--- src/verilog/axreg_defines.svh ---
// constants for the axis position registration latch
`ifndef AXREG_DEFINES_SVH
`define AXREG_DEFINES_SVH
`define AXREG_CLK_PERIOD_NS 10
`define AXREG_POS_W 32
`define AXREG_SRC_N 3
`define AXREG_REJ_CNT_W 8
`define AXREG_SERVO_PERIOD_NS 1000000
`define AXREG_CAPTURE_MAX_NS 500
`define AXREG_CAPTURE_LAT_CYC 4
`endif

--- src/verilog/axreg_pkg.sv ---
// types shared by the registration latch files
`include "axreg_defines.svh"
package axreg_pkg;
  // capture source selected by the arming command
  typedef enum logic [1:0] {
    AXREG_SRC_IN_A,
    AXREG_SRC_IN_B,
    AXREG_SRC_ZMARK,
    AXREG_SRC_NONE
  } axreg_src_e;
  // position window mode
  typedef enum logic [1:0] {
    AXREG_WIN_OFF,
    AXREG_WIN_INCL,
    AXREG_WIN_EXCL,
    AXREG_WIN_RSVD
  } axreg_win_e;
  typedef logic signed [`AXREG_POS_W-1:0] axreg_pos_t;
  // capture_arm_command: one argument holds every option except the window positions
  typedef struct packed {
    axreg_src_e src;
    logic falling;
    axreg_win_e win;
  } axreg_cmd_s;
  typedef struct packed {
    axreg_pos_t window_open_position;
    axreg_pos_t window_close_position;
  } axreg_window_s;
  // delivered result: done flag and captured position
  typedef struct packed {
    logic mark;
    axreg_pos_t pos;
  } axreg_result_s;
endpackage

--- src/verilog/axreg_channel.sv ---
// one independent latch circuit of the registration block
`timescale 1ns/1ps
`default_nettype none
`include "axreg_defines.svh"
module axreg_channel
  import axreg_pkg::*;
#(
  parameter int SERVO_PERIOD_CYC = 100000
)
(
  // clock and reset
  input wire logic core_clk,
  input wire logic rst_n,
  // timing and arming
  input wire logic servo_tick,
  input wire logic arm,
  input wire axreg_cmd_s cmd,
  input wire axreg_window_s win,
  // position and edge events
  input wire axreg_pos_t axis_position,
  input wire logic [`AXREG_SRC_N-1:0] src_rise,
  input wire logic [`AXREG_SRC_N-1:0] src_fall,
  // status
  output axreg_result_s result,
  output logic armed,
  output logic cap_evt,
  output logic reject_evt,
  output logic ignored_evt
);
  typedef enum logic [1:0] {ST_IDLE, ST_ARMED, ST_HELD, ST_DONE} axreg_st_e;
  axreg_st_e state_q;
  axreg_cmd_s cmd_q;
  axreg_pos_t cap_q;
  logic hit;
  logic pass;
  logic deliver;
  logic [31:0] held_cnt_q;

  function automatic logic in_win(axreg_pos_t p, axreg_window_s w);
    in_win = (p >= w.window_open_position) &&
             (p <= w.window_close_position);
  endfunction

  // edge on the selected source, with the selected polarity
  always_comb
  begin
    hit = 1'b0;
    if (cmd_q.src != AXREG_SRC_NONE)
      hit = cmd_q.falling ? src_fall[cmd_q.src] : src_rise[cmd_q.src];
  end

  // window test on the live position at the edge
  always_comb
  begin
    case (cmd_q.win)
      AXREG_WIN_INCL: pass = in_win(axis_position, win);
      AXREG_WIN_EXCL: pass = !in_win(axis_position, win);
      default: pass = 1'b1;
    endcase
  end

  assign deliver = (state_q == ST_HELD) && servo_tick;
  assign cap_evt = (state_q == ST_ARMED) && hit && pass;
  assign reject_evt = (state_q == ST_ARMED) && hit && !pass;
  assign ignored_evt = ((state_q == ST_HELD) || (state_q == ST_DONE)) && hit;
  assign armed = (state_q == ST_ARMED);

  // latch sequence; a delivery in the arming cycle wins over the arm
  always_ff @(posedge core_clk or negedge rst_n)
  begin
    if (!rst_n)
      state_q <= ST_IDLE;
    else if (arm && !deliver)
      state_q <= ST_ARMED;
    else
    begin
      case (state_q)
        ST_ARMED: if (cap_evt) state_q <= ST_HELD;
        ST_HELD: if (servo_tick) state_q <= ST_DONE;
        default: state_q <= state_q;
      endcase
    end
  end

  // command held for the whole armed period
  always_ff @(posedge core_clk or negedge rst_n)
  begin
    if (!rst_n)
      cmd_q <= '{AXREG_SRC_NONE, 1'b0, AXREG_WIN_OFF};
    else if (arm && !deliver)
      cmd_q <= cmd;
  end

  // raw capture: the position itself, no interpolation needed
  always_ff @(posedge core_clk or negedge rst_n)
  begin
    if (!rst_n)
      cap_q <= '0;
    else if (cap_evt)
      cap_q <= axis_position;
  end

  // delivered result changes only at a servo tick or an arm
  always_ff @(posedge core_clk or negedge rst_n)
  begin
    if (!rst_n)
      result <= '0;
    else if (deliver)
    begin
      result.mark <= 1'b1;
      result.pos <= cap_q;
    end
    else if (arm)
      result.mark <= 1'b0;
  end

  // helper: cycles spent waiting for delivery
  always_ff @(posedge core_clk or negedge rst_n)
  begin
    if (!rst_n)
      held_cnt_q <= '0;
    else if (state_q == ST_HELD)
      held_cnt_q <= held_cnt_q + 32'h1;
    else
      held_cnt_q <= '0;
  end

  AST_ARM_CLEARS_MARK: assert property (
    @(posedge core_clk) disable iff (!rst_n)
    (arm && !deliver) |=> !result.mark
  ) else $error("arm did not clear the done flag");

  AST_DELIVER_VALUE: assert property (
    @(posedge core_clk) disable iff (!rst_n)
    deliver |=> result.mark && (result.pos == $past(cap_q))
  ) else $error("delivery did not present the captured value");

  AST_HOLD_FIRST: assert property (
    @(posedge core_clk) disable iff (!rst_n)
    (state_q == ST_DONE && !arm) |=> $stable(result.pos) && result.mark
  ) else $error("result changed without a new arm");

  AST_INCL_WINDOW: assert property (
    @(posedge core_clk) disable iff (!rst_n)
    (cap_evt && cmd_q.win == AXREG_WIN_INCL) |->
      (axis_position >= win.window_open_position &&
       axis_position <= win.window_close_position)
  ) else $error("inclusive capture outside window");

  AST_EXCL_WINDOW: assert property (
    @(posedge core_clk) disable iff (!rst_n)
    (cap_evt && cmd_q.win == AXREG_WIN_EXCL) |->
      (axis_position < win.window_open_position ||
       axis_position > win.window_close_position)
  ) else $error("exclusive capture inside window");

  AST_REARM_ON_REJECT: assert property (
    @(posedge core_clk) disable iff (!rst_n)
    (reject_evt && !arm) |=> armed && $stable(cap_q)
  ) else $error("rejected edge left the latch unarmed");

  AST_DELIVER_PERIOD: assert property (
    @(posedge core_clk) disable iff (!rst_n)
    held_cnt_q <= 32'(SERVO_PERIOD_CYC)
  ) else $error("capture not delivered within one servo period");

  AST_VALID_WITH_MARK: assert property (
    @(posedge core_clk) disable iff (!rst_n)
    $changed(result.pos) |-> $past(deliver)
  ) else $error("position changed outside a delivery");
endmodule
`default_nettype wire

--- src/verilog/axreg_top.sv ---
// axis position registration latch: two channels on the encoder board
`timescale 1ns/1ps
`default_nettype none
`include "axreg_defines.svh"
module axreg_top
  import axreg_pkg::*;
#(
  parameter int SERVO_PERIOD_CYC =
    `AXREG_SERVO_PERIOD_NS / `AXREG_CLK_PERIOD_NS
)
(
  // clock and reset
  input wire logic core_clk,
  input wire logic reset_n,
  // registration pins and encoder zero mark, asynchronous
  input wire logic reg_in_a_pin,
  input wire logic reg_in_b_pin,
  input wire logic zero_mark_pin,
  // live position from the encoder counter on this clock
  input wire axreg_pos_t axis_position,
  // arming of latch a
  input wire logic arm_a,
  input wire axreg_cmd_s capture_arm_command_a,
  input wire axreg_window_s window_a,
  // arming of latch b
  input wire logic arm_b,
  input wire axreg_cmd_s capture_arm_command_b,
  input wire axreg_window_s window_b,
  // results
  output axreg_result_s result_a,
  output axreg_result_s result_b,
  // status
  output logic armed_a,
  output logic armed_b,
  output logic late_edge_a,
  output logic late_edge_b,
  output logic [`AXREG_REJ_CNT_W-1:0] reject_cnt_a,
  output logic [`AXREG_REJ_CNT_W-1:0] reject_cnt_b,
  output logic servo_tick
);
  localparam int CAPTURE_MAX_CYC =
    `AXREG_CAPTURE_MAX_NS / `AXREG_CLK_PERIOD_NS;
  localparam int CAPTURE_LAT_CYC = `AXREG_CAPTURE_LAT_CYC;

  logic rst_meta_q;
  logic rst_n;
  logic [`AXREG_SRC_N-1:0] pin_s1_q;
  logic [`AXREG_SRC_N-1:0] pin_s2_q;
  logic [`AXREG_SRC_N-1:0] pin_s3_q;
  logic [`AXREG_SRC_N-1:0] pin_raw;
  logic [`AXREG_SRC_N-1:0] rise_evt;
  logic [`AXREG_SRC_N-1:0] fall_evt;
  logic [31:0] tick_cnt_q;
  logic cap_a;
  logic cap_b;
  logic rej_a;
  logic rej_b;
  logic ign_a;
  logic ign_b;
  logic arm_st_a;
  logic arm_st_b;

  function automatic logic [`AXREG_REJ_CNT_W-1:0] sat_inc(
    logic [`AXREG_REJ_CNT_W-1:0] v);
    sat_inc = (&v) ? v : v + `AXREG_REJ_CNT_W'(1);
  endfunction

  // reset release through two flops; assertion stays asynchronous
  always_ff @(posedge core_clk or negedge reset_n)
  begin
    if (!reset_n)
    begin
      rst_meta_q <= 1'b0;
      rst_n <= 1'b0;
    end
    else
    begin
      rst_meta_q <= 1'b1;
      rst_n <= rst_meta_q;
    end
  end

  // raw pin vector; only the first synchroniser stage and checks read it
  assign pin_raw = {zero_mark_pin, reg_in_b_pin, reg_in_a_pin};

  // pin synchronisers; the third stage only serves edge detection
  always_ff @(posedge core_clk or negedge rst_n)
  begin
    if (!rst_n)
    begin
      pin_s1_q <= '0;
      pin_s2_q <= '0;
      pin_s3_q <= '0;
    end
    else
    begin
      pin_s1_q <= pin_raw;
      pin_s2_q <= pin_s1_q;
      pin_s3_q <= pin_s2_q;
    end
  end

  // edges of all three sources, shared by both latches
  assign rise_evt = pin_s2_q & ~pin_s3_q;
  assign fall_evt = ~pin_s2_q & pin_s3_q;

  // servo update period divider, one-cycle enable pulse
  always_ff @(posedge core_clk or negedge rst_n)
  begin
    if (!rst_n)
    begin
      tick_cnt_q <= '0;
      servo_tick <= 1'b0;
    end
    else if (tick_cnt_q == 32'(SERVO_PERIOD_CYC - 1))
    begin
      tick_cnt_q <= '0;
      servo_tick <= 1'b1;
    end
    else
    begin
      tick_cnt_q <= tick_cnt_q + 32'h1;
      servo_tick <= 1'b0;
    end
  end

  // latch a; capture runs whatever the drive enable state is
  axreg_channel #(
    .SERVO_PERIOD_CYC(SERVO_PERIOD_CYC)
  ) u_latch_a (
    .core_clk(core_clk),
    .rst_n(rst_n),
    .servo_tick(servo_tick),
    .arm(arm_a),
    .cmd(capture_arm_command_a),
    .win(window_a),
    .axis_position(axis_position),
    .src_rise(rise_evt),
    .src_fall(fall_evt),
    .result(result_a),
    .armed(arm_st_a),
    .cap_evt(cap_a),
    .reject_evt(rej_a),
    .ignored_evt(ign_a)
  );

  // latch b, fully independent of latch a
  axreg_channel #(
    .SERVO_PERIOD_CYC(SERVO_PERIOD_CYC)
  ) u_latch_b (
    .core_clk(core_clk),
    .rst_n(rst_n),
    .servo_tick(servo_tick),
    .arm(arm_b),
    .cmd(capture_arm_command_b),
    .win(window_b),
    .axis_position(axis_position),
    .src_rise(rise_evt),
    .src_fall(fall_evt),
    .result(result_b),
    .armed(arm_st_b),
    .cap_evt(cap_b),
    .reject_evt(rej_b),
    .ignored_evt(ign_b)
  );

  // armed status, registered so the port comes from a flop
  always_ff @(posedge core_clk or negedge rst_n)
  begin
    if (!rst_n)
    begin
      armed_a <= 1'b0;
      armed_b <= 1'b0;
    end
    else
    begin
      armed_a <= arm_st_a;
      armed_b <= arm_st_b;
    end
  end

  // sticky edge-after-capture flags; a new edge wins over the arm clear
  always_ff @(posedge core_clk or negedge rst_n)
  begin
    if (!rst_n)
    begin
      late_edge_a <= 1'b0;
      late_edge_b <= 1'b0;
    end
    else
    begin
      if (ign_a)
        late_edge_a <= 1'b1;
      else if (arm_a)
        late_edge_a <= 1'b0;
      if (ign_b)
        late_edge_b <= 1'b1;
      else if (arm_b)
        late_edge_b <= 1'b0;
    end
  end

  // window rejections, saturating; status only, never an interrupt
  always_ff @(posedge core_clk or negedge rst_n)
  begin
    if (!rst_n)
    begin
      reject_cnt_a <= '0;
      reject_cnt_b <= '0;
    end
    else
    begin
      if (rej_a)
        reject_cnt_a <= sat_inc(reject_cnt_a);
      else if (arm_a)
        reject_cnt_a <= '0;
      if (rej_b)
        reject_cnt_b <= sat_inc(reject_cnt_b);
      else if (arm_b)
        reject_cnt_b <= '0;
    end
  end

  // checks on the shared edge path, the divider and both latches
  AST_PIN_TO_EDGE: assert property (
    @(posedge core_clk) disable iff (!rst_n)
    rise_evt[0] |-> $past(reg_in_a_pin, 2) && !$past(reg_in_a_pin, 3)
  ) else $error("registration edge not derived from the pin");

  AST_CAPTURE_NEEDS_EDGE: assert property (
    @(posedge core_clk) disable iff (!rst_n)
    (cap_a || cap_b) |-> |(rise_evt | fall_evt)
  ) else $error("capture without any source edge");

  AST_CAPTURE_BUDGET: assert property (
    @(posedge core_clk) disable iff (!rst_n)
    (cap_a || cap_b) |-> (CAPTURE_LAT_CYC <= CAPTURE_MAX_CYC) &&
      |($past(pin_raw, CAPTURE_LAT_CYC - 2) ^
        $past(pin_raw, CAPTURE_LAT_CYC - 1))
  ) else $error("capture not within the allowed delay of a pin change");

  AST_TICK_SPACING: assert property (
    @(posedge core_clk) disable iff (!rst_n)
    servo_tick |=> !servo_tick
  ) else $error("servo tick wider than one cycle");

  AST_TWO_LATCHES: assert property (
    @(posedge core_clk) disable iff (!rst_n)
    (arm_a && !arm_b && !result_b.mark && !servo_tick) |=>
      !result_b.mark
  ) else $error("arming latch a disturbed latch b");

  AST_REJECT_COUNT: assert property (
    @(posedge core_clk) disable iff (!rst_n)
    (rej_a && reject_cnt_a != '1) |=> reject_cnt_a == $past(reject_cnt_a) + 1
  ) else $error("window rejection not counted");

  AST_LATE_STICKY: assert property (
    @(posedge core_clk) disable iff (!rst_n)
    ign_a |=> late_edge_a
  ) else $error("edge after capture not flagged");

  AST_LATE_STICKY_B: assert property (
    @(posedge core_clk) disable iff (!rst_n)
    ign_b |=> late_edge_b
  ) else $error("edge after capture not flagged on latch b");

  AST_LATE_CLEAR: assert property (
    @(posedge core_clk) disable iff (!rst_n)
    (arm_a && !ign_a) |=> !late_edge_a
  ) else $error("arm did not clear the late edge flag");

  AST_REJECT_CLEAR: assert property (
    @(posedge core_clk) disable iff (!rst_n)
    (arm_a && !rej_a) |=> reject_cnt_a == '0
  ) else $error("arm did not clear the rejection count");

  AST_REJECT_COUNT_B: assert property (
    @(posedge core_clk) disable iff (!rst_n)
    (rej_b && reject_cnt_b != '1) |=> reject_cnt_b == $past(reject_cnt_b) + 1
  ) else $error("window rejection not counted on latch b");

  AST_REJECT_SATURATE: assert property (
    @(posedge core_clk) disable iff (!rst_n)
    (rej_a && reject_cnt_a == '1) |=> reject_cnt_a == '1
  ) else $error("rejection count wrapped instead of holding");
endmodule
`default_nettype wire

--- config.mk ---
export PLATFORM = sky130hd
export DESIGN_NAME = axreg_top
export DESIGN_NICKNAME = d
export VERILOG_FILES = /design/src/verilog/axreg_pkg.sv /design/src/verilog/axreg_channel.sv /design/src/verilog/axreg_top.sv
export VERILOG_INCLUDE_DIRS = /design/src /design/src/verilog
export SDC_FILE = /design/constraint.sdc
export NUM_CORES = 1
export LEC_CHECK = 0
export ABC_AREA = 0
export BUFFER_PORTS_ARGS = -buffer_cell sky130_fd_sc_hd__buf_2
export CORE_ASPECT_RATIO = 1.4
export CORE_UTILIZATION = 55
export CTS_CLUSTER_DIAMETER = 50
export DETAILED_ROUTE_END_ITERATION = 8
export PLACE_DENSITY = 0.81
export SLEW_MARGIN = 15
export SYNTH_ARGS = -nofsm -noshare
export SYNTH_HDL_FRONTEND = slang
export SYNTH_HIERARCHICAL = 1
export SYNTH_SLANG_ARGS = --single-unit
--- constraint.sdc ---
create_clock -name core_clk -period 7.1 [get_ports core_clk]
set_clock_uncertainty 0.2 [all_clocks]
set_input_delay 0.71 -clock core_clk [delete_from_list [all_inputs] [get_ports core_clk]]
set_output_delay 0.71 -clock core_clk [all_outputs]
set_load 0.01 [all_outputs]
Yosys cells after proc, flatten, opt, wreduce, memory -nomap -nowiden
Cells that the tools add are included.

word-level totals
  word-level logic and storage cells = 130
  bits in read-only memories = 0
  output and inout bits = 87
  bits of input ports = 177
  flip-flop bits (word level) = 208
  memories kept = 0
  memory bits (writable) = 0
  latch bits = 0

cells by class
  shift operators = 0
  add/sub/neg operators = 3
  bitwise logic cells = 4
  eq/ne operators = 19
  $lt $le $gt $ge = 6
  reduce and logical (&&, ||, !) cells = 36
  divide/modulo/power cells = 0
  multipliers = 0
  mux-type cells = 35

operators by type and width
  kind                     count
  $ge A32 B32 Y1           2
  $le A32 B32 Y1           2
  $mux W8                  6
  $add A32 B1 Y32 const B  1
  $eq A32 B17 Y1 const B   1
  $mux W32                 1
  $add A8 B1 Y8 const B    2
  $reduce_and A8 Y1        2
  $mux W1                  15
  $logic_and A1 B1 Y1      14
  $eq A2 B2 Y1 const B     6
  $reduce_bool A2 Y1       6
  $mux W2                  5
  $bmux W1 S2              4
  $eq A2 B1 Y1 const B     4
  $ne A2 B2 Y1 const B     4
  $pmux W2 S2              2
  $and A3 B3 Y3            2
  $logic_not A1 Y1         6
  $lt A2 B3 Y1 const B     2
  $ne A3 B2 Y1 const B     2
  $ne A3 B3 Y1 const B     2
  $not A3 Y3               2
  $reduce_and A3 Y1        2
  4 further kinds          8

Logic depth before layout (Yosys ltp)
Gate-level depths: netlist of run 1.

  word-level depth = 11
  depth in mapped cells = 14
  gate-level depth less buffers = 14

By module
The synthesis of run 1 kept the hierarchy.

modules (own cells, without submodules)
  module         area each (sq um)  instances  sequential area each (sq um)  cells each
  axreg_channel  4550.6             2          1804.2                        468
  axreg_top      2870.3             1          1601.5                        254

Worst setup path before layout of run 1
OpenSTA, ideal clock, no wires.

  path kind = input to register
  start point = in window_a[1] (netlist bit)
  end point = reg reject_cnt_a[4]
  buffers on the path = 0
  required time = 6.782 ns
  data arrival time = 3.718 ns
  path slack = 3.064 ns
  stages on the path = 13
  library setup time = 0.118 ns
  cell sequence = inv_1 > ha_1 > nor2b_1 > o211ai_1 > a2111oi_0 > or4b_1 > a21oi_2 > mux2i_1 > or4_4 > a21boi_0 > o31ai_4 > mux2_2 > a21o_1

on the way
  cells in the longest elaborated chain, start to end = 8
  elaborated cells between the ends (all ways) = 10
  those cells by class = 1 x order compare; 1 x eq/ne; 2 x mux; 6 x reduce/logical

RTL lines
  element                                                              line                 text
  start: declaration                                                   axreg_top.sv:24      input wire axreg_window_s window_a,
  $le A32 B32 Y1 *                                                     axreg_channel.sv:41  (p <= w.window_close_position);
  $logic_and A1 B1 Y1 *                                                axreg_channel.sv:40  in_win = (p >= w.window_open_position) &&
  $logic_not A1 Y1                                                     axreg_channel.sv:57  AXREG_WIN_EXCL: pass = !in_win(axis_position, win);
  $pmux W1 S2 *                                                        axreg_channel.sv:55  case (cmd_q.win)
  $logic_not A1 Y1 *                                                   axreg_channel.sv:64  assign reject_evt = (state_q == ST_ARMED) && hit && !pass;
  $logic_and A1 B1 Y1 *                                                axreg_channel.sv:64
  net rej_a                                                            axreg_top.sv:56      logic rej_a;
  $ne A2 B2 Y1 (no line) / $reduce_bool A2 Y1 (equally long branches)  --
  $reduce_and A2 Y1 (no line)                                          --
  end signal: assignment                                               axreg_top.sv:214     reject_cnt_a <= sat_inc(reject_cnt_a);
  end: declaration                                                     axreg_top.sv:37      output logic [`AXREG_REJ_CNT_W-1:0] reject_cnt_a,

The timed path passes the listed nets; every way through them passes the cells marked *.
A chain may end at the register's enable or synchronous reset.

Worst setup path after layout of run 1
  start point = in axis_position[7]
  end point = reg reject_cnt_a[4]

on the way
  cells in the longest elaborated chain, start to end = 8
  elaborated cells between the ends (all ways) = 11
  those cells by class = 2 x order compare; 1 x eq/ne; 2 x mux; 6 x reduce/logical

RTL lines
  element                                                              line                                      text
  start: declaration                                                   axreg_top.sv:20                           input wire axreg_pos_t axis_position,
  $ge A32 B32 Y1 / $le A32 B32 Y1 (equally long branches)              axreg_channel.sv:40, axreg_channel.sv:41
  $logic_and A1 B1 Y1 *                                                axreg_channel.sv:40
  $logic_not A1 Y1                                                     axreg_channel.sv:57
  $pmux W1 S2 *                                                        axreg_channel.sv:55
  $logic_not A1 Y1 *                                                   axreg_channel.sv:64
  $logic_and A1 B1 Y1 *                                                axreg_channel.sv:64
  net rej_a                                                            axreg_top.sv:56
  $ne A2 B2 Y1 (no line) / $reduce_bool A2 Y1 (equally long branches)  --
  $reduce_and A2 Y1 (no line)                                          --

Marked as above.

==> results of run 1 <==
-- per-layer routing --
layer,vias up,wire (um)
met2,373,15500
met3,114,1810
met4,4,1760
met1,4720,12600
met5,-,27
li1,4635,-
-- stage by stage --
step                      setup slack [ns]  cells  instance area (um^2)  total power, uW
after floorplan                      0.682   1190                 12000             2010
after global placement                2.24   1697                 13500             2180
after detailed placement              2.20   1697                 13500             2210
after CTS                             2.74   1738                 14400             3490
after global routing                  2.51   1742                 14400             3630
final                                 2.64   1744                 14400             3480
-- worst max-delay path by stage --
stage	depth (start not counted)	end	start
2_1_floorplan	0	armed_a	rst_n
3_3_place_gp	13	reject_cnt_a[4]	axis_position[7]
3_5_place_dp	13	reject_cnt_a[4]	axis_position[1]
4_1_cts	13	reject_cnt_a[4]	axis_position[7]
5_1_grt	13	reject_cnt_a[4]	axis_position[7]
6_report	13	reject_cnt_a[4]	axis_position[7]
-- area by class of cell --
cell class / instances / area share
well taps: 260 / 0.0226
clock buffers: 28 / 0.0413
inverters: 148 / 0.0387
multi-input cells: 812 / 0.422
clock inverters: 12 / 0.0147
repair buffers: 270 / 0.0963
diodes: 6 / 0.00105
flip-flops and latches: 208 / 0.363
-- flip-flops by register name, indices dropped and copies added, names as in the netlist, 5 cells and up --
signal / count
reject_cnt_a: 8
reject_cnt_b: 8
tick_cnt_q: 32
u_latch_a/cap_q: 32
u_latch_a/cmd_q: 5
u_latch_a/result: 33
u_latch_b/cap_q: 32
u_latch_b/cmd_q: 5
u_latch_b/result: 33
-- power groups by stage --
stage          combinational (uW)  sequential [uW]  clock [uW]
6_report                      677             1530        1270
3_5_place_dp                  670             1540           0
3_3_place_gp                  645             1540           0
4_1_cts                       676             1530        1290
2_1_floorplan                 493             1510           0
5_1_grt                       739             1550        1330
-- kinds of logic after synthesis --
kind of cell,after synthesis,synth area share
and+or+nand+nor,415,0.167
DFF,208,0.435
buffers and inverters,170,0.0579
AOI/OAI and AO/OA,145,0.0768
adders and majority gates,135,0.141
muxes,86,0.100
xor gates and xnor gates,30,0.0219
other,1,0.000313
-- cells in the final DEF, fill, tap and decap left out, types with 22 or more instances in the layout --
cell type / netlist / layout
nor2_1: 25 / 25
dfrtp_1: 204 / 203
a21oi_1: 62 / 62
o21ai_0: 24 / 24
buf_2: 2 / 263
nand4_1: 48 / 48
nand2_1: 232 / 232
inv_1: 146 / 146
ha_1: 135 / 135
nand3_1: 34 / 34
mux2_4: 58 / 58
clkbuf_16: 0 / 22
-- what timing repair did --
action | 4_1_cts | 5_1_grt
setup buffers | 0 | 0
hold buffers | 1 | 0
setup endpoints to repair | 0 | 0
hold endpoints to repair | 2 | 0
-- worst max-delay path, stage by stage --
cell	delay (ns)
buf_2	0.15
ha_1	0.34
a21oi_1	0.15
o21ai_0	0.16
a221o_1	0.32
nor3_1	0.32
o21a_1	0.20
mux2i_1	0.09
or4_4	0.49
a21boi_0	0.94
o31ai_4	0.29
mux2_2	0.35
a21o_1	0.17
==> impl_metrics.py, run 1 <==
metrics = {
    "outcome": {
        "outcome": "finished clean",
    },
    "floorplanning": {
        "dieArea_um2": 22400,
        "ioPinCount": 264,
        "die_w_um": 127,
        "rows": 63,
        "core_area_um2": 21300,
        "initial_utilization": 0.562,
        "dieHeight_um": 177,
    },
    "setup_path": {
        "cp.required_ns": 7.32,
        "worst_setup_path_start_kind": "input pin",
        "cp-end-kind": "register",
        "crit_arrival_ns": 4.68,
        "r2r_cells": 7,
        "reg2reg_to": "reject_cnt_a[4]",
        "worstPathMaxFanout": 10,
        "r2r_start": "u_latch_a/cmd_q[0]",
        "worst-setup-path-type": "input pin to register",
        "r2r_setup_slack_ns": 3.69,
    },
    "synthesis": {
        "postSynth.topFlopCell": "dfrtp_1",
        "netlist_top_cells_area": "dfrtp_1 (43%), ha_1 (14%), mux2_4 (7.3%)",
        "ys_async_sr_fraction": 1.00,
        "synth.top_cell.area_share": 0.426,
        "synth_top_area_cell": "dfrtp_1",
        "ys_ff_latch": 208,
        "synthTopCellsByCount": "nand2_1 (232), dfrtp_1 (204), inv_1 (146)",
        "synth_nets": 1502,
        "syn_inst": 1190,
        "yosys_warnings": 6,
        "synth_most_common_cell": "nand2_1",
        "yosysUniqueCellTypes": 57,
        "synth_area_um2": 12000,
        "syn_avg_cell_area_um2": 10.1,
        "synth_edf_count": 0,
        "yosysSeqAreaShare": 0.435,
    },
    "clock_tree": {
        "cts_tree": "done",
        "cts_root_buf": "clkbuf_16",
        "clk_path_buf_depth": 3,
        "htreeDepth": 1,
        "clk_pin_slew_ns": 0.06,
        "clock_latency_ns": 0.52,
        "clock_sinks": 208,
        "cts_made_buffers": 22,
        "cts_resized": 0,
    },
    "cells_and_area": {
        "ff_latch_area_um2": 5210,
        "fin_util": 0.675,
        "layout-drive-gt1-share": 0.274,
        "multiInputGateArea_um2": 6070,
        "area_growth_pct": 20.0,
        "fin_nets": 1774,
        "nFillCells": 1686,
    },
    "power_and_ir_drop": {
        "power_density_nw_per_um2": 242,
        "p_comb_frac": 0.195,
        "p_int_uw": 2570,
        "power_switching_share": 0.259,
        "p_leak_uw": 0.00800,
        "ir_worst_vdd_uv": 206,
        "seq_power_share": 0.440,
        "clkPwrFrac": 0.366,
        "p_switching_uw": 900,
    },
    "global_routing": {
        "grt_max_degree": 140,
        "top_usage_layer": "met2",
        "grtUsageTotal": 0.290,
        "grt_overflow": 0,
        "grt_use_met2": 0.507,
        "use_met3": 0.0433,
        "antenna_found_initial": 8,
        "grt_pass1_wl_um": 50300,
        "use_met1": 0.342,
        "grt_pass1_vias": 10100,
    },
    "min_path": {
        "hp-class": "input pin to register",
        "min_from": "reg_in_a_pin",
        "min_path_cells": 1,
        "holdPathEnd": "pin_s1_q[0]",
    },
    "placement": {
        "dpl.hpwl_um": 23200,
        "io_buffers": 263,
        "globalplace.congestion": 0.904,
    },
    "routing": {
        "viasPerCell": 5.65,
        "postRouteAntennaNets": 0,
        "drc": 0,
        "drtIter0Drc": 604,
        "totalWireLength_um": 31600,
        "vias": 9846,
        "avgRoutedWirePerCell_um": 18.1,
        "drt_first_pass_iters": 5,
    },
    "sta": {
        "maxSlewHeadroom": 0.199,
        "rsz0062_at_grt": "no",
        "finalMaxSlewViolations": 0,
        "timing.fmax_ghz": 0.224,
        "tightest_slew_ns": 1.19,
        "tns_ns": 0,
        "holdWs_ns": 0.0976,
        "min_period_ns": 4.46,
        "period_share": 0.629,
        "setup_viol": 0,
        "finalHoldViolations": 0,
    },
    "run": {
        "drv_cap": 0,
    },
}
No activity file was read; power rests on OpenSTA's default activity.
==> inputs of run 2 (changes only) <==
==> constraint.sdc (replaced) <==
create_clock -name core_clk -period 4.45 [get_ports core_clk]
set_clock_uncertainty 0.2 [all_clocks]
set_input_delay 0.445 -clock core_clk [delete_from_list [all_inputs] [get_ports core_clk]]
set_output_delay 0.445 -clock core_clk [all_outputs]
set_load 0.01 [all_outputs]
==> run 2 against run 1 <==
Net effect:
- register-to-register slack got worse by 2.0 ns
- largest power group unchanged
- critical path depth increased by 1
- global-route usage decreased by 0.12 points
- first-iteration DRC count increased by 1.8%
- highest routed layer unchanged
==> impl_metrics.py, run 2 (same netlist as run 1, synthesis figures left out) <==
metrics = {
    "outcome": {
        "outcome": "finished clean",
    },
    "cells_and_area": {
        "final_cell_area_um2": 14500,
        "largestRegisters": "u_latch_a/result (33), u_latch_b/result (33)",
        "fin_util": 0.683,
        "layout-drive-gt1-share": 0.275,
        "fin_nets": 1793,
        "area_growth_pct": 21.4,
        "layout_common_cells": "buf_2 (263), nand2_1 (232), dfrtp_1 (203)",
        "nFillCells": 1603,
        "layout_commonest_cell": "buf_2",
    },
    "routing": {
        "vias": 9860,
        "drt_first_pass_iters": 5,
        "postRouteAntennaNets": 0,
        "viasPerCell": 5.59,
        "totalWireLength_um": 31900,
        "drtIter0Drc": 615,
        "avgRoutedWirePerCell_um": 18.1,
        "drc": 0,
    },
    "clock_tree": {
        "htreeDepth": 1,
        "cts_root_buf": "clkbuf_16",
        "clk_path_buf_depth": 3,
        "clock_sinks": 208,
        "clock_latency_ns": 0.51,
        "cts_tree": "done",
        "cts_made_buffers": 22,
        "cts_resized": 0,
        "clk_pin_slew_ns": 0.07,
    },
    "floorplanning": {
        "dieArea_um2": 22400,
        "die_w_um": 127,
        "dieHeight_um": 177,
        "initial_utilization": 0.562,
        "core_area_um2": 21300,
        "ioPinCount": 264,
        "rows": 63,
    },
    "setup_path": {
        "critPathBufInv": 2,
        "crit_arrival_ns": 3.73,
        "crit_slowest_cell": "or4_4",
        "cp.required_ns": 4.65,
        "path_delay_family": "compound AO/OA/AOI/OAI gates",
        "slowest_delay_ns": 0.51,
        "worstPathMaxFanout": 10,
        "worst_setup_path_start_kind": "input pin",
        "worst-setup-path-type": "input pin to register",
        "path_cells": "buf_2 -> ha_1 -> a21oi_1 -> o21ai_0 -> a221o_1 -> nor3_1 -> o21a_1 -> mux2i_1 -> or4_4 -> a21boi_0 -> buf_4 -> o31ai_4 -> mux2_2 -> a21o_1",
        "cp-end-kind": "register",
    },
    "global_routing": {
        "grt_max_degree": 121,
        "grt_pass1_wl_um": 50200,
        "grt_pass1_vias": 10100,
        "grt_overflow": 0,
        "grtUsageTotal": 0.288,
        "antenna_found_initial": 7,
    },
    "sta": {
        "maxSlewHeadroom": 0.443,
        "timing.fmax_ghz": 0.283,
        "finalHoldViolations": 0,
        "tns_ns": 0,
        "min_period_ns": 3.53,
        "tightest_slew_ns": 0.836,
        "finalMaxSlewViolations": 0,
        "period_share": 0.793,
        "rsz0062_at_grt": "no",
        "setup_viol": 0,
        "holdWs_ns": 0.00982,
    },
    "run": {
        "drv_cap": 0,
    },
    "placement": {
        "placedInstanceArea_um2": 13600,
        "dpl.hpwl_um": 23300,
        "io_buffers": 263,
        "globalplace.congestion": 0.886,
    },
    "min_path": {
        "hp-class": "register to async pin",
    },
    "power_and_ir_drop": {
        "p_leak_uw": 0.00808,
        "p_total_uw": 5460,
        "ir_worst_vdd_uv": 275,
        "power_density_nw_per_um2": 376,
    },
}
run 2: changes by cell type in the layout (fill, tap and decap cells not counted), moves of 2 or more:
cell / change
bufinv_16: -2
dlygate4sd3_1: +14
clkinv_2: +2
clkbuf_8: +2
buf_4: +4
run 2: layout make-up:
cell class,count,area (um^2),area share
multi-input combinational,812,6070,0.418
sequential,208,5210,0.359
timing repair buffer,289,1570,0.108
clock buffer,29,617,0.0425
inverter,148,556,0.0382
tap,260,325,0.0224
clock inverter,11,159,0.0109
antenna,6,15.0,0.00103
run 2: worst paths after layout:
check,startpoint,to,slack (ns),depth (start not counted)
max,axis_position[7],reject_cnt_a[4],0.92,14
min reg2reg,rst_n,u_latch_a/cap_q[13],0.01,0
min,rst_n,u_latch_a/cap_q[13],0.01,0
min in group core_clk,arm_b,u_latch_b/state_q[0],0.05,2
max in group asynchronous,rst_n,u_latch_a/result[7],2.89,1
max reg2reg,u_latch_a/cmd_q[3],reject_cnt_a[4],1.70,8
run 2: what timing repair did:
item	in CTS	in global routing
endpoints found under the hold margin	17	0
setup buffers	0	0
hold buffers	15	0
run 2: metal layers:
layer / share of wire / up-vias / global-route usage / wire [um]
li1: - / 4670 / - / -
met1: 0.39 / 4702 / 0.328 / 12500
met2: 0.50 / 365 / 0.509 / 15800
met3: 0.050 / 119 / 0.0445 / 1600
met4: 0.063 / 4 / 0.176 / 2000
met5: 0.0010 / - / 0 / 32
run 2: per-stage QoR:
stage	instances	setup slack (ns)
after global routing	1761	0.801
after floorplan	1190	0.679
final	1763	0.922
after detailed placement	1702	0.488
after global placement	1702	0.511
after CTS	1757	0.975
run 2: where the power goes:
part	total, uW	internal, uW	switching [uW]	leakage [uW]
Combinational	1100	654	445	0.00501
Clock	1930	1160	771	0.000380
Sequential	2430	2220	209	0.00269
Total	5460	4040	1420	0.00808
==> inputs of run 3 (changes only) <==
==> constraint.sdc (replaced) <==
create_clock -name core_clk -period 3.52 [get_ports core_clk]
set_clock_uncertainty 0.2 [all_clocks]
set_input_delay 0.352 -clock core_clk [delete_from_list [all_inputs] [get_ports core_clk]]
set_output_delay 0.352 -clock core_clk [all_outputs]
set_load 0.01 [all_outputs]
==> run 3 against run 2 <==
Net effect:
- via count grew 4.2%
- power rose by 28%
- worst hold slack better by 0.041 ns
- first-iteration DRC count is 1.5% lower
- clock power up 23%
- critical path depth rose by 3
- combinational power is 37% higher
- sequential share of layout area decreased by 1.5 points
- critical endpoint is now reject_cnt_a[6]
==> impl_metrics.py, run 3 (same netlist as run 1, synthesis figures left out) <==
metrics = {
    "setup_path": {
        "cp.required_ns": 3.72,
        "worstPathMaxFanout": 6,
        "worst_setup_path_start_kind": "input pin",
        "path_delay_family": "compound AO/OA/AOI/OAI gates",
        "crit_top_cell": "buf_4",
        "crit_slowest_cell": "or4_4",
        "worst-setup-path-type": "input pin to register",
        "slowest_delay_ns": 0.44,
        "crit_arrival_ns": 3.49,
        "r2r_cells": 8,
        "cp-end-kind": "register",
        "cp.depth": 17,
        "path_cells": "buf_2 -> buf_4 -> ha_1 -> a21oi_1 -> o21ai_0 -> buf_4 -> a21oi_1 -> o211ai_1 -> a21oi_2 -> mux2i_1 -> or4_4 -> a21boi_1 -> buf_4 -> nand2_1 -> nor3_1 -> nand3b_1 -> o211a_1",
        "critPathBufInv": 4,
    },
    "min_path": {
        "min_path_cells": 3,
        "hp-class": "input pin to register",
    },
    "sta": {
        "period_share": 0.934,
        "finalMaxSlewViolations": 0,
        "maxSlewHeadroom": 0.320,
        "tns_ns": 0,
        "min_period_ns": 3.29,
        "rsz0062_at_grt": "no",
        "setup_viol": 0,
        "setup_ws_ns": 0.233,
        "finalHoldViolations": 0,
        "tightest_slew_ns": 1.02,
        "timing.fmax_ghz": 0.304,
    },
    "placement": {
        "globalplace.congestion": 0.976,
        "dp_slack_ns": -0.406,
        "dpl.hpwl_um": 24800,
        "placed_cells": 1776,
        "io_buffers": 263,
    },
    "routing": {
        "vias": 10300,
        "drc": 0,
        "totalWireLength_um": 33600,
        "drtIter0Drc": 606,
        "viasPerCell": 5.59,
        "avgRoutedWirePerCell_um": 18.3,
        "drt_first_pass_iters": 5,
        "postRouteAntennaNets": 0,
    },
    "floorplanning": {
        "rows": 63,
        "die_w_um": 127,
        "ioPinCount": 264,
        "dieHeight_um": 177,
        "dieArea_um2": 22400,
        "initial_utilization": 0.562,
        "core_area_um2": 21300,
    },
    "clock_tree": {
        "cts_made_buffers": 22,
        "clock_latency_ns": 0.51,
        "cts_root_buf": "clkbuf_16",
        "clock_sinks": 208,
        "htreeDepth": 1,
        "cts_tree": "done",
        "clk_path_buf_depth": 3,
        "clk_pin_slew_ns": 0.07,
    },
    "cells_and_area": {
        "layout_commonest_cell": "buf_2",
        "fin_nets": 1872,
        "layout_common_cells": "buf_2 (263), nand2_1 (232), dfrtp_1 (203)",
        "area_growth_pct": 26.7,
        "nFillCells": 1517,
        "layout-drive-gt1-share": 0.309,
        "largestRegisters": "u_latch_a/result (33), u_latch_b/result (33)",
        "layout.cells.non_filler": 1838,
    },
    "global_routing": {
        "grt_max_degree": 78,
        "grt_overflow": 0,
        "grtUsageTotal": 0.306,
        "antenna_found_initial": 3,
        "grt_pass1_vias": 10600,
        "grt_pass1_wl_um": 53200,
    },
    "power_and_ir_drop": {
        "p_leak_uw": 0.00846,
        "power_density_nw_per_um2": 460,
        "ir_worst_vdd_uv": 405,
    },
    "run": {
        "drv_cap": 0,
    },
    "outcome": {
        "outcome": "finished clean",
    },
}
[run 3: changes by cell type in the layout (fill, tap and decap cells not counted), sizes merged]
cell,change
dlygate4sd3,+5
inv,+3
buf,+74
diode,-3
clkinvlp,-1
clkbuf,-2
bufinv,-1
[run 3: area by class of cell]
cell class                 count  area (um^2)  share of cell area
multi-input combinational    812         6070               0.400
sequential                   208         5210               0.344
timing repair buffer         368         2250               0.149
clock buffer                  27          599              0.0395
inverter                     148          556              0.0366
tap                          260          325              0.0214
clock inverter                12          139             0.00916
antenna                        3         7.51            0.000495
[run 3: timing repair]
item                                    CTS  global route
endpoints found under the setup margin    0             6
resized for setup                         0             2
hold buffers                             20             0
buffers inserted                          0             0
endpoints found under the hold margin    22             0
[run 3: worst paths after layout]
kind | from | slack, ns | to
worst max-delay path | axis_position[23] | 0.23 | reject_cnt_a[6]
worst min-delay path | axis_position[7] | 0.05 | u_latch_a/cap_q[7]
worst max register to register | u_latch_a/cmd_q[3] | 0.62 | reject_cnt_a[4]
worst min register to register | pin_s1_q[1] | 0.14 | pin_s2_q[1]
max in group asynchronous | rst_n | 1.96 | u_latch_a/result[23]
min in group asynchronous | rst_n | 0.30 | u_latch_a/cap_q[8]
[run 3: through the flow]
step | utilization | total power, uW | hold WS, ns | cell area, um^2
after floorplan | - | 4050 | -0.144 | 12000
after global placement | 0.668 | 4510 | -0.0569 | 14200
after detailed placement | 0.668 | 4590 | -0.0567 | 14200
after CTS | 0.712 | 6990 | 0.0392 | 15200
after global routing | 0.712 | 7270 | 0.0425 | 15200
final | 0.713 | 6970 | 0.0507 | 15200
[run 3: power by group]
group | switching [uW] | total [uW] | internal, uW
Clock | 991 | 2370 | 1380
Combinational | 595 | 1510 | 920
Sequential | 279 | 3090 | 2810
Total | 1870 | 6970 | 5110
[run 3: layer usage]
metal  wire (um)  vias to the layer above  GRT usage
met4        1930                        0      0.178
met3        1890                      116     0.0433
met1       13200                     4932      0.352
met2       16700                      403      0.543
li1            -                     4824          -
met5           0                        -          0
[run 3: tightest hold or removal path: stages]
cell and delay (ns):
buf_2 0.11, buf_4 0.13, mux2_4 0.13
